--- src/common/timer_event_counter_16bit_defines.vh ---
/*
 * Constants for the 16-bit timer / event counter: register offsets,
 * field positions, reset values, mode codes and the full count.
 * Assumes it is included by bare name from the rtl files.
 */
//
// Notes on behaviour
// - modes high=0 low=1 select event counting
// - event counting advances only while run set
// - polarity low rising, high falling edges count
// - overflow reloads preload and keeps counting
// - overflow sets flag; irq only when enabled
// - enable low means no interrupt signal
// - both mode bits high select pulse width
// - polarity low: count falling edge to high
// - polarity high: count rising edge to low
// - pulse end clears run; count stays readable
// - after pulse end, pin ignored until run
// - pulse counting starts on edges, not levels
// - timer mode counts the system clock
// - pin events counted at the fourth timer clock
// - count read or preload write inhibits counting
// - overflow never wakes from power down
// - run bit is control bit 4
// - modes high=1 low=0 select timer mode
// - full count ffff; stopped preload loads counter
// - low byte buffered until high byte write
// - edge polarity is control bit 3
`ifndef TIMER_EVENT_COUNTER_16BIT_DEFINES_VH
`define TIMER_EVENT_COUNTER_16BIT_DEFINES_VH

// ----------------------------------------------------------------
// register byte offsets
// ----------------------------------------------------------------
`define OFS_CTRL        5'h00
`define OFS_COUNT_LOW   5'h04
`define OFS_COUNT_HIGH  5'h08
`define OFS_INTC        5'h0C
`define OFS_PORT_A_DIR  5'h10

// ----------------------------------------------------------------
// field positions
// ----------------------------------------------------------------
`define BIT_MODE_HIGH   7
`define BIT_MODE_LOW    6
`define BIT_RUN         4
`define BIT_EDGE_POL    3
`define BIT_IRQ_EN      0
`define BIT_IRQ_FLAG    1
`define BIT_PIN_DIR     2

// ----------------------------------------------------------------
// mode codes {high, low}
// ----------------------------------------------------------------
`define MODE_IDLE       2'h0
`define MODE_EVENT      2'h1
`define MODE_TIMER      2'h2
`define MODE_PULSE      2'h3

// ----------------------------------------------------------------
// reset values and counts
// ----------------------------------------------------------------
`define RST_CTRL        8'h00
`define RST_COUNT       16'h0000
`define RST_PORT_A_DIR  8'hFF
`define FULL_COUNT      16'hFFFF
`define RESP_OKAY       2'h0
`define RESP_SLVERR     2'h2

`endif

--- src/rtl/pin_sync_edge.v ---
/*
 * Two-stage synchroniser and edge detector for the timer input pin.
 * Assumes the pin is asynchronous to i_clk_sys and idles high.
 */
`timescale 1ns/1ns
`default_nettype none

module pin_sync_edge (
    input  wire i_clk_sys,
    input  wire i_nrst,
    input  wire i_clk_en,
    input  wire i_pin,
    output reg  o_rise,
    output reg  o_fall
);

    reg meta_reg;
    reg sync_reg;
    reg last_reg;

    // ----------------------------------------------------------------
    // synchroniser; only sync_reg reads meta_reg
    // ----------------------------------------------------------------
    always @(posedge i_clk_sys or negedge i_nrst) begin
        if (!i_nrst) begin
            meta_reg <= 1'b1;
            sync_reg <= 1'b1;
            last_reg <= 1'b1;
            o_rise   <= 1'b0;
            o_fall   <= 1'b0;
        end else if (i_clk_en) begin
            meta_reg <= i_pin;
            sync_reg <= meta_reg;
            last_reg <= sync_reg;
            o_rise   <= sync_reg & ~last_reg;
            o_fall   <= ~sync_reg & last_reg;
        end
    end

endmodule // pin_sync_edge

`default_nettype wire

--- src/rtl/timer_event_counter_16bit.v ---
/*
 * 16-bit count-up timer / event counter with preload, three modes
 * and an AXI4-Lite register slave.
 * Assumes one clock, the timer pin asynchronous, one AXI master.
 */
`timescale 1ns/1ns
`default_nettype none
`include "timer_event_counter_16bit_defines.vh"

module timer_event_counter_16bit #(
    parameter ADDR_W = 5
) (
    input  wire              i_clk_sys,
    input  wire              i_nrst,
    input  wire              i_clk_en,
    input  wire              i_timer_input_pin,
    input  wire              i_power_down,
    input  wire [ADDR_W-1:0] i_s_axi_awaddr,
    input  wire              i_s_axi_awvalid,
    output reg               o_s_axi_awready,
    input  wire [31:0]       i_s_axi_wdata,
    input  wire [3:0]        i_s_axi_wstrb,
    input  wire              i_s_axi_wvalid,
    output reg               o_s_axi_wready,
    output reg  [1:0]        o_s_axi_bresp,
    output reg               o_s_axi_bvalid,
    input  wire              i_s_axi_bready,
    input  wire [ADDR_W-1:0] i_s_axi_araddr,
    input  wire              i_s_axi_arvalid,
    output reg               o_s_axi_arready,
    output reg  [31:0]       o_s_axi_rdata,
    output reg  [1:0]        o_s_axi_rresp,
    output reg               o_s_axi_rvalid,
    input  wire              i_s_axi_rready,
    output reg               o_timer_irq,
    output reg               o_count_run,
    output reg               o_timer_pin_is_input
);

    localparam PW_WAIT  = 1'b0;
    localparam PW_COUNT = 1'b1;

    // ----------------------------------------------------------------
    // address decode
    // ----------------------------------------------------------------
    function is_mapped;
        input [ADDR_W-1:0] addr;
        begin
            is_mapped = (addr == `OFS_CTRL) || (addr == `OFS_COUNT_LOW) ||
                        (addr == `OFS_COUNT_HIGH) || (addr == `OFS_INTC) ||
                        (addr == `OFS_PORT_A_DIR);
        end
    endfunction

    reg  [ADDR_W-1:0] awaddr_reg;
    reg  [31:0]       wdata_reg;
    reg               wstrb0_reg;
    reg               aw_full_reg;
    reg               w_full_reg;
    reg  [1:0]        mode_reg;
    reg               edge_polarity_bit_reg;
    reg               irq_enable_reg;
    reg               irq_flag_reg;
    reg  [7:0]        port_a_direction_reg;
    reg  [7:0]        low_buf_reg;
    reg  [7:0]        low_read_reg;
    reg  [15:0]       preload_reg;
    reg  [15:0]       count_reg;
    reg               pw_state_reg;

    reg  [15:0]       preload_next;
    reg  [15:0]       count_next;
    reg               run_next;
    reg               pw_state_next;
    reg               irq_flag_next;
    reg  [31:0]       rdata_next;
    reg               tick;
    reg               stop_pulse;

    wire              pin_rise;
    wire              pin_fall;
    wire              wr_en;
    wire              rd_en;
    wire              wr_byte;
    wire              wr_ctrl;
    wire              wr_high;
    wire              rd_count;
    wire              inhibit;
    wire              count_edge;
    wire              start_edge;
    wire              end_edge;
    wire              overflow;

    // ----------------------------------------------------------------
    // timer input pin
    // ----------------------------------------------------------------
    pin_sync_edge u_pin_sync (
        .i_clk_sys (i_clk_sys),
        .i_nrst    (i_nrst),
        .i_clk_en  (i_clk_en),
        .i_pin     (i_timer_input_pin),
        .o_rise    (pin_rise),
        .o_fall    (pin_fall)
    );

    // ----------------------------------------------------------------
    // bus strobes
    // ----------------------------------------------------------------
    // a write commits once address and data are both held
    assign wr_en    = aw_full_reg & w_full_reg & ~o_s_axi_bvalid;
    assign rd_en    = i_s_axi_arvalid & o_s_axi_arready;
    assign wr_byte  = wr_en & wstrb0_reg;
    assign wr_ctrl  = wr_byte & (awaddr_reg == `OFS_CTRL);
    assign wr_high  = wr_byte & (awaddr_reg == `OFS_COUNT_HIGH);
    assign rd_count = rd_en & ((i_s_axi_araddr == `OFS_COUNT_HIGH) ||
                               (i_s_axi_araddr == `OFS_COUNT_LOW));
    // the count is frozen for the access cycle; an edge then is lost
    assign inhibit  = rd_count | wr_high;

    // ----------------------------------------------------------------
    // edge selection
    // ----------------------------------------------------------------
    assign count_edge = edge_polarity_bit_reg ? pin_fall : pin_rise;
    assign start_edge = edge_polarity_bit_reg ? pin_rise : pin_fall;
    assign end_edge   = edge_polarity_bit_reg ? pin_fall : pin_rise;
    assign overflow   = tick & (count_reg == `FULL_COUNT);

    // ----------------------------------------------------------------
    // counting
    // ----------------------------------------------------------------
    always @* begin
        tick          = 1'b0;
        stop_pulse    = 1'b0;
        pw_state_next = pw_state_reg;
        if (o_count_run && !i_power_down && !inhibit) begin
            case (mode_reg)
                `MODE_TIMER: tick = 1'b1;
                `MODE_EVENT: tick = count_edge;
                `MODE_PULSE: begin
                    if (pw_state_reg == PW_COUNT) begin
                        if (end_edge) begin
                            stop_pulse    = 1'b1;
                            pw_state_next = PW_WAIT;
                        end else begin
                            tick = 1'b1;
                        end
                    end else if (start_edge) begin
                        pw_state_next = PW_COUNT;
                    end
                end
                default: tick = 1'b0;
            endcase
        end
        if (!o_count_run || mode_reg != `MODE_PULSE) begin
            pw_state_next = PW_WAIT;
        end
    end

    always @* begin
        preload_next = preload_reg;
        if (wr_high) begin
            preload_next = {wdata_reg[7:0], low_buf_reg};
        end
        count_next = count_reg;
        if (overflow) begin
            count_next = preload_reg;
        end else if (tick) begin
            count_next = count_reg + 16'h0001;
        end
        if (wr_high && !o_count_run) begin
            count_next = preload_next;
        end
        run_next = o_count_run;
        if (stop_pulse) begin
            run_next = 1'b0;
        end
        if (wr_ctrl) begin
            run_next = wdata_reg[`BIT_RUN];
        end
        irq_flag_next = irq_flag_reg;
        if (wr_byte && awaddr_reg == `OFS_INTC) begin
            irq_flag_next = wdata_reg[`BIT_IRQ_FLAG];
        end
        // a new overflow beats a clear in the same cycle
        if (overflow) begin
            irq_flag_next = 1'b1;
        end
    end

    // ----------------------------------------------------------------
    // read data
    // ----------------------------------------------------------------
    always @* begin
        rdata_next = 32'h00000000;
        case (i_s_axi_araddr)
            `OFS_CTRL: begin
                rdata_next[`BIT_MODE_HIGH] = mode_reg[1];
                rdata_next[`BIT_MODE_LOW]  = mode_reg[0];
                rdata_next[`BIT_RUN]       = o_count_run;
                rdata_next[`BIT_EDGE_POL]  = edge_polarity_bit_reg;
            end
            `OFS_COUNT_LOW:  rdata_next[7:0] = low_read_reg;
            `OFS_COUNT_HIGH: rdata_next[7:0] = count_reg[15:8];
            `OFS_INTC: begin
                rdata_next[`BIT_IRQ_EN]   = irq_enable_reg;
                rdata_next[`BIT_IRQ_FLAG] = irq_flag_reg;
            end
            `OFS_PORT_A_DIR: rdata_next[7:0] = port_a_direction_reg;
            default: rdata_next = 32'h00000000;
        endcase
    end

    // ----------------------------------------------------------------
    // bus slave
    // ----------------------------------------------------------------
    always @(posedge i_clk_sys or negedge i_nrst) begin
        if (!i_nrst) begin
            o_s_axi_awready <= 1'b1;
            o_s_axi_wready  <= 1'b1;
            o_s_axi_bvalid  <= 1'b0;
            o_s_axi_bresp   <= `RESP_OKAY;
            o_s_axi_arready <= 1'b1;
            o_s_axi_rvalid  <= 1'b0;
            o_s_axi_rresp   <= `RESP_OKAY;
            o_s_axi_rdata   <= 32'h00000000;
            awaddr_reg      <= {ADDR_W{1'b0}};
            wdata_reg       <= 32'h00000000;
            wstrb0_reg      <= 1'b0;
            aw_full_reg     <= 1'b0;
            w_full_reg      <= 1'b0;
        end else if (i_clk_en) begin
            if (i_s_axi_awvalid && o_s_axi_awready) begin
                awaddr_reg      <= i_s_axi_awaddr;
                aw_full_reg     <= 1'b1;
                o_s_axi_awready <= 1'b0;
            end
            if (i_s_axi_wvalid && o_s_axi_wready) begin
                wdata_reg      <= i_s_axi_wdata;
                wstrb0_reg     <= i_s_axi_wstrb[0];
                w_full_reg     <= 1'b1;
                o_s_axi_wready <= 1'b0;
            end
            if (wr_en) begin
                aw_full_reg    <= 1'b0;
                w_full_reg     <= 1'b0;
                o_s_axi_bvalid <= 1'b1;
                o_s_axi_bresp  <= is_mapped(awaddr_reg) ? `RESP_OKAY : `RESP_SLVERR;
            end
            if (o_s_axi_bvalid && i_s_axi_bready) begin
                o_s_axi_bvalid  <= 1'b0;
                o_s_axi_awready <= 1'b1;
                o_s_axi_wready  <= 1'b1;
            end
            if (rd_en) begin
                o_s_axi_arready <= 1'b0;
                o_s_axi_rvalid  <= 1'b1;
                o_s_axi_rdata   <= rdata_next;
                o_s_axi_rresp   <= is_mapped(i_s_axi_araddr) ? `RESP_OKAY : `RESP_SLVERR;
            end
            if (o_s_axi_rvalid && i_s_axi_rready) begin
                o_s_axi_rvalid  <= 1'b0;
                o_s_axi_arready <= 1'b1;
            end
        end
    end

    // ----------------------------------------------------------------
    // timer state and registers
    // ----------------------------------------------------------------
    always @(posedge i_clk_sys or negedge i_nrst) begin
        if (!i_nrst) begin
            mode_reg              <= `MODE_IDLE;
            edge_polarity_bit_reg <= 1'b0;
            o_count_run           <= 1'b0;
            irq_enable_reg        <= 1'b0;
            irq_flag_reg          <= 1'b0;
            port_a_direction_reg  <= `RST_PORT_A_DIR;
            low_buf_reg           <= 8'h00;
            low_read_reg          <= 8'h00;
            preload_reg           <= `RST_COUNT;
            count_reg             <= `RST_COUNT;
            pw_state_reg          <= PW_WAIT;
            o_timer_irq           <= 1'b0;
            o_timer_pin_is_input  <= 1'b1;
        end else if (i_clk_en) begin
            if (wr_ctrl) begin
                mode_reg              <= {wdata_reg[`BIT_MODE_HIGH],
                                          wdata_reg[`BIT_MODE_LOW]};
                edge_polarity_bit_reg <= wdata_reg[`BIT_EDGE_POL];
            end
            if (wr_byte && awaddr_reg == `OFS_INTC) begin
                irq_enable_reg <= wdata_reg[`BIT_IRQ_EN];
            end
            if (wr_byte && awaddr_reg == `OFS_PORT_A_DIR) begin
                port_a_direction_reg <= wdata_reg[7:0];
            end
            if (wr_byte && awaddr_reg == `OFS_COUNT_LOW) begin
                low_buf_reg <= wdata_reg[7:0];
            end
            if (rd_en && i_s_axi_araddr == `OFS_COUNT_HIGH) begin
                low_read_reg <= count_reg[7:0];
            end
            o_count_run   <= run_next;
            preload_reg   <= preload_next;
            count_reg     <= count_next;
            pw_state_reg  <= pw_state_next;
            irq_flag_reg  <= irq_flag_next;
            // no wake output exists, so overflow cannot leave power down
            o_timer_irq   <= irq_flag_reg & irq_enable_reg;
            o_timer_pin_is_input <= port_a_direction_reg[`BIT_PIN_DIR];
        end
    end

endmodule // timer_event_counter_16bit

`default_nettype wire

--- config.mk ---
export PLATFORM = sky130hd
export DESIGN_NAME = timer_event_counter_16bit
export DESIGN_NICKNAME = d
export VERILOG_FILES = /design/src/rtl/pin_sync_edge.v /design/src/rtl/timer_event_counter_16bit.v
export VERILOG_INCLUDE_DIRS = /design/src /design/src/common
export SDC_FILE = /design/constraint.sdc
export NUM_CORES = 1
export LEC_CHECK = 0
export ABC_AREA = 0
export CORE_MARGIN = 1.5
export CORE_UTILIZATION = 60
export DETAILED_ROUTE_END_ITERATION = 10
export DONT_BUFFER_PORTS = 1
export PLACE_DENSITY = 0.73
export SETUP_SLACK_MARGIN = 0.05
export SLEW_MARGIN = 20
export SYNTH_ARGS = -nofsm -noshare
export SYNTH_HDL_FRONTEND = slang
export SYNTH_HIERARCHICAL = 1
export SYNTH_SLANG_ARGS = --single-unit
export TNS_END_PERCENT = 100
--- constraint.sdc ---
create_clock -name i_clk_sys -period 3.1 [get_ports i_clk_sys]
set_clock_uncertainty 0.1 [all_clocks]
set_input_delay 0.31 -clock i_clk_sys [delete_from_list [all_inputs] [get_ports i_clk_sys]]
set_output_delay 0.31 -clock i_clk_sys [all_outputs]
set_load 0.02 [all_outputs]
==> results.py <==
metrics = {
    "routing": {
        "drt-wirelength-per-cell_um": 19.1,
        "drt_iter0_drc": 218,
        "vias": 3612,
        "first_pass_iters": 5,
        "totalWireLength_um": 11300,
        "drc": 0,
        "antenna_left": 0,
        "viasPerCell": 6.12,
    },
    "synth": {
        "syn_avg_cell_area_um2": 11.1,
        "synth_seq_cells": 101,
        "synth-edff-count": 0,
        "yosysSeqAreaShare": 0.500,
        "synth.largest_area_cell": "dfrtp_1",
        "synth-async-reset-ratio": 1.00,
        "ys.flop_type": "dfrtp_1",
        "synth_area_um2": 5100,
        "synth_cell_type_count": 63,
        "syn_inst": 459,
        "ys_warn_count": 6,
        "yosysTopAreaCellShare": 0.422,
        "ys_top_cells_by_area": "dfrtp_1, mux2_2, dfstp_2",
    },
    "timing": {
        "finalWorstSetupSlack_ps": 459,
        "slew_violations": 0,
        "fin_crit_sh": 0.852,
        "rsz0062_at_grt": "false",
        "maxClockFrequency_ghz": 0.379,
        "worst_pin_slew_ps": 848,
        "period_minus_slack_ps": 2640,
        "setup_viol": 0,
        "hold_viol_final": 0,
        "relSlewSlack": 0.430,
        "tns_ps": 0,
    },
    "floorplan": {
        "rows": 33,
        "die_w_um": 95.2,
        "core_um2": 8220,
        "die_h_um": 95.2,
        "initial_core_util": 0.620,
        "dieArea_um2": 9060,
        "num_io_pins": 100,
    },
    "setup_path": {
        "path_class": "register to register",
        "crit_arrival_ps": 2790,
        "crit_chain": "mux2i_1 > mux2_2 > a211o_1 > buf_4 > a21o_1 > a21oi_1 > o21ai_1",
        "critPathCaptureType": "register",
        "cpPeakStageDelay_ps": 440,
        "worst_ep_required_time_ps": 3240,
        "worstPathMaxFanout": 12,
        "crit_slowest_cell": "dfrtp_1",
        "ff2ff_path_depth": 7,
        "start_kind": "register",
    },
    "cells_and_area": {
        "drive_gt1_frac": 0.229,
        "fillCellCount": 621,
        "area_delta_synth_final_pct": 8.08,
        "final_common_cell": "dfrtp_1",
        "nets": 537,
        "final_area_um2": 5510,
        "instances_no_fill": 590,
        "final_cell_mix": "dfrtp_1, mux2_2, nand2_1",
        "antenna_cells": 0,
        "multi_input_area_um2": 2270,
        "seqCellArea_um2": 2550,
    },
    "min_path": {
        "min_path_type": "input pin to register",
        "hold_depth": 3,
    },
    "flow_run": {
        "drv_cap": 0,
    },
    "power": {
        "p_leak_uw": 0.00253,
        "p_per_area_nw_per_um2": 616,
        "ir_worst_vdd_mv": 0.470,
        "power_uw": 3400,
    },
    "place": {
        "io_buffers": 0,
        "gp_congestion": 0.901,
        "dp.cells": 550,
        "pre_cts_ws_ps": 531,
        "dpl_cell_area_um2": 5060,
        "post-dp-hpwl_um": 7530,
    },
    "clock_network": {
        "cts-root-buf": "clkbuf_8",
        "numCtsBuffers": 9,
        "cts_tree": "built",
        "clock-sinks": 101,
        "clock_path_buffers": 2,
        "h-tree-depth": 3,
        "clock_latency_ps": 370,
        "post_cts_resized": 0,
        "clk_pin_slew_ps": 100,
    },
    "global_route": {
        "grt_pass1_vias": 3623,
        "grt_max_degree": 102,
        "grt.total_usage": 0.273,
        "grt_overflow_total": 0,
        "antenna_found_initial": 0,
        "grt_pass1_wl_um": 18400,
    },
    "run_status": {
        "status": "finished clean",
    },
}
report_power, final:
part           total (uW)  switching, uW  internal (uW)
registers            1990            371           1620
clock network         801            462            340
logic                 602            276            327
cell usage after synthesis, types with 2 or more instances:
library cell	count
nor2_1	19
buf_4	27
o31ai_1	2
nand2b_1	3
clkbuf_1	11
o211ai_1	5
nand3b_1	2
mux2_2	58
xnor2_1	11
o21ai_1	5
and2_1	2
buf_2	4
a31oi_1	4
a21o_1	2
mux2_4	3
o21ai_0	20
nand3_1	15
nand2_1	42
nor3b_2	2
dfrtp_1	86
nor4_1	2
a22o_1	9
a21oi_1	21
a211o_1	4
and3_1	10
o32ai_1	2
o22ai_1	4
xor2_1	2
nor3_1	4
a222oi_1	8
nand4_1	4
a21boi_0	2
dfstp_2	15
buf_6	5
mux2i_1	5
inv_1	12
routing by layer:
layer  share of wire  wire length (um)  track usage
met5               0                 0            0
met4           0.023               261       0.0883
met3           0.066               739       0.0662
met2            0.47              5280        0.440
met1            0.44              4970        0.361
path summary, 6_finish.rpt:
kind                                                   startpoint                       endpoint  slack [ps]
worst max-delay path            edge_polarity_bit_reg$_DFFE_PN0P_       count_reg[7]$_DFFE_PN0P_         460
worst min-delay path                                     i_clk_en     o_s_axi_bvalid$_DFFE_PN0P_           7
worst max register to register  edge_polarity_bit_reg$_DFFE_PN0P_       count_reg[7]$_DFFE_PN0P_         460
worst min register to register        low_read_reg[4]$_DFFE_PN0P_    low_read_reg[4]$_DFFE_PN0P_         400
max in group asynchronous                                  i_nrst     o_s_axi_wready$_DFFE_PN1P_        2060
min in group asynchronous                                  i_nrst  u_pin_sync/o_rise$_DFFE_PN0P_         410
critical path, delay by kind of cell, from the launching register on:
kind	cells	cell delay, ps
AO/OA/AOI/OAI	4	1040
buffers and inverters	1	220
multiplexers	2	710
flip-flops	1	440
per-stage QoR:
stage / util / hold slack [ps]
finish: 0.670 / 7.42
global route: 0.670 / 17.2
CTS: 0.668 / 1.69
global placement: 0.616 / -82.3
floorplan: - / -85.6
detailed placement: 0.616 / -83.4
area by class of cell:
class | instances | area share
flip-flops and latches | 101 | 0.462
multi-input cells | 323 | 0.413
repair buffers | 33 | 0.0591
clock buffers | 12 | 0.0282
well taps | 105 | 0.0238
inverters | 12 | 0.00818
clock inverters | 4 | 0.00568
cells by family (layout without fill, tap and decap cells):
| family | after synthesis | after routing | share of synthesized area |
|---|---|---|---|
| AND/OR/NAND/NOR | 121 | 121 | 0.125 |
| flip-flops | 101 | 101 | 0.500 |
| AO/OA/AOI/OAI | 95 | 95 | 0.128 |
| XOR/XNOR | 13 | 13 | 0.0223 |
| buffers and inverters | 60 | 61 | 0.0727 |
| other | 1 | 26 | 0.000736 |
| multiplexers | 66 | 66 | 0.147 |
| adder cells (fa/ha/maj) | 2 | 2 | 0.00442 |
what timing repair did:
| item | in CTS | in global routing |
|---|---|---|
| buffers inserted | 0 | 0 |
| hold endpoints to repair | 126 | 2 |
| hold buffers | 22 | 2 |
Power figures use the tool's default switching activity.
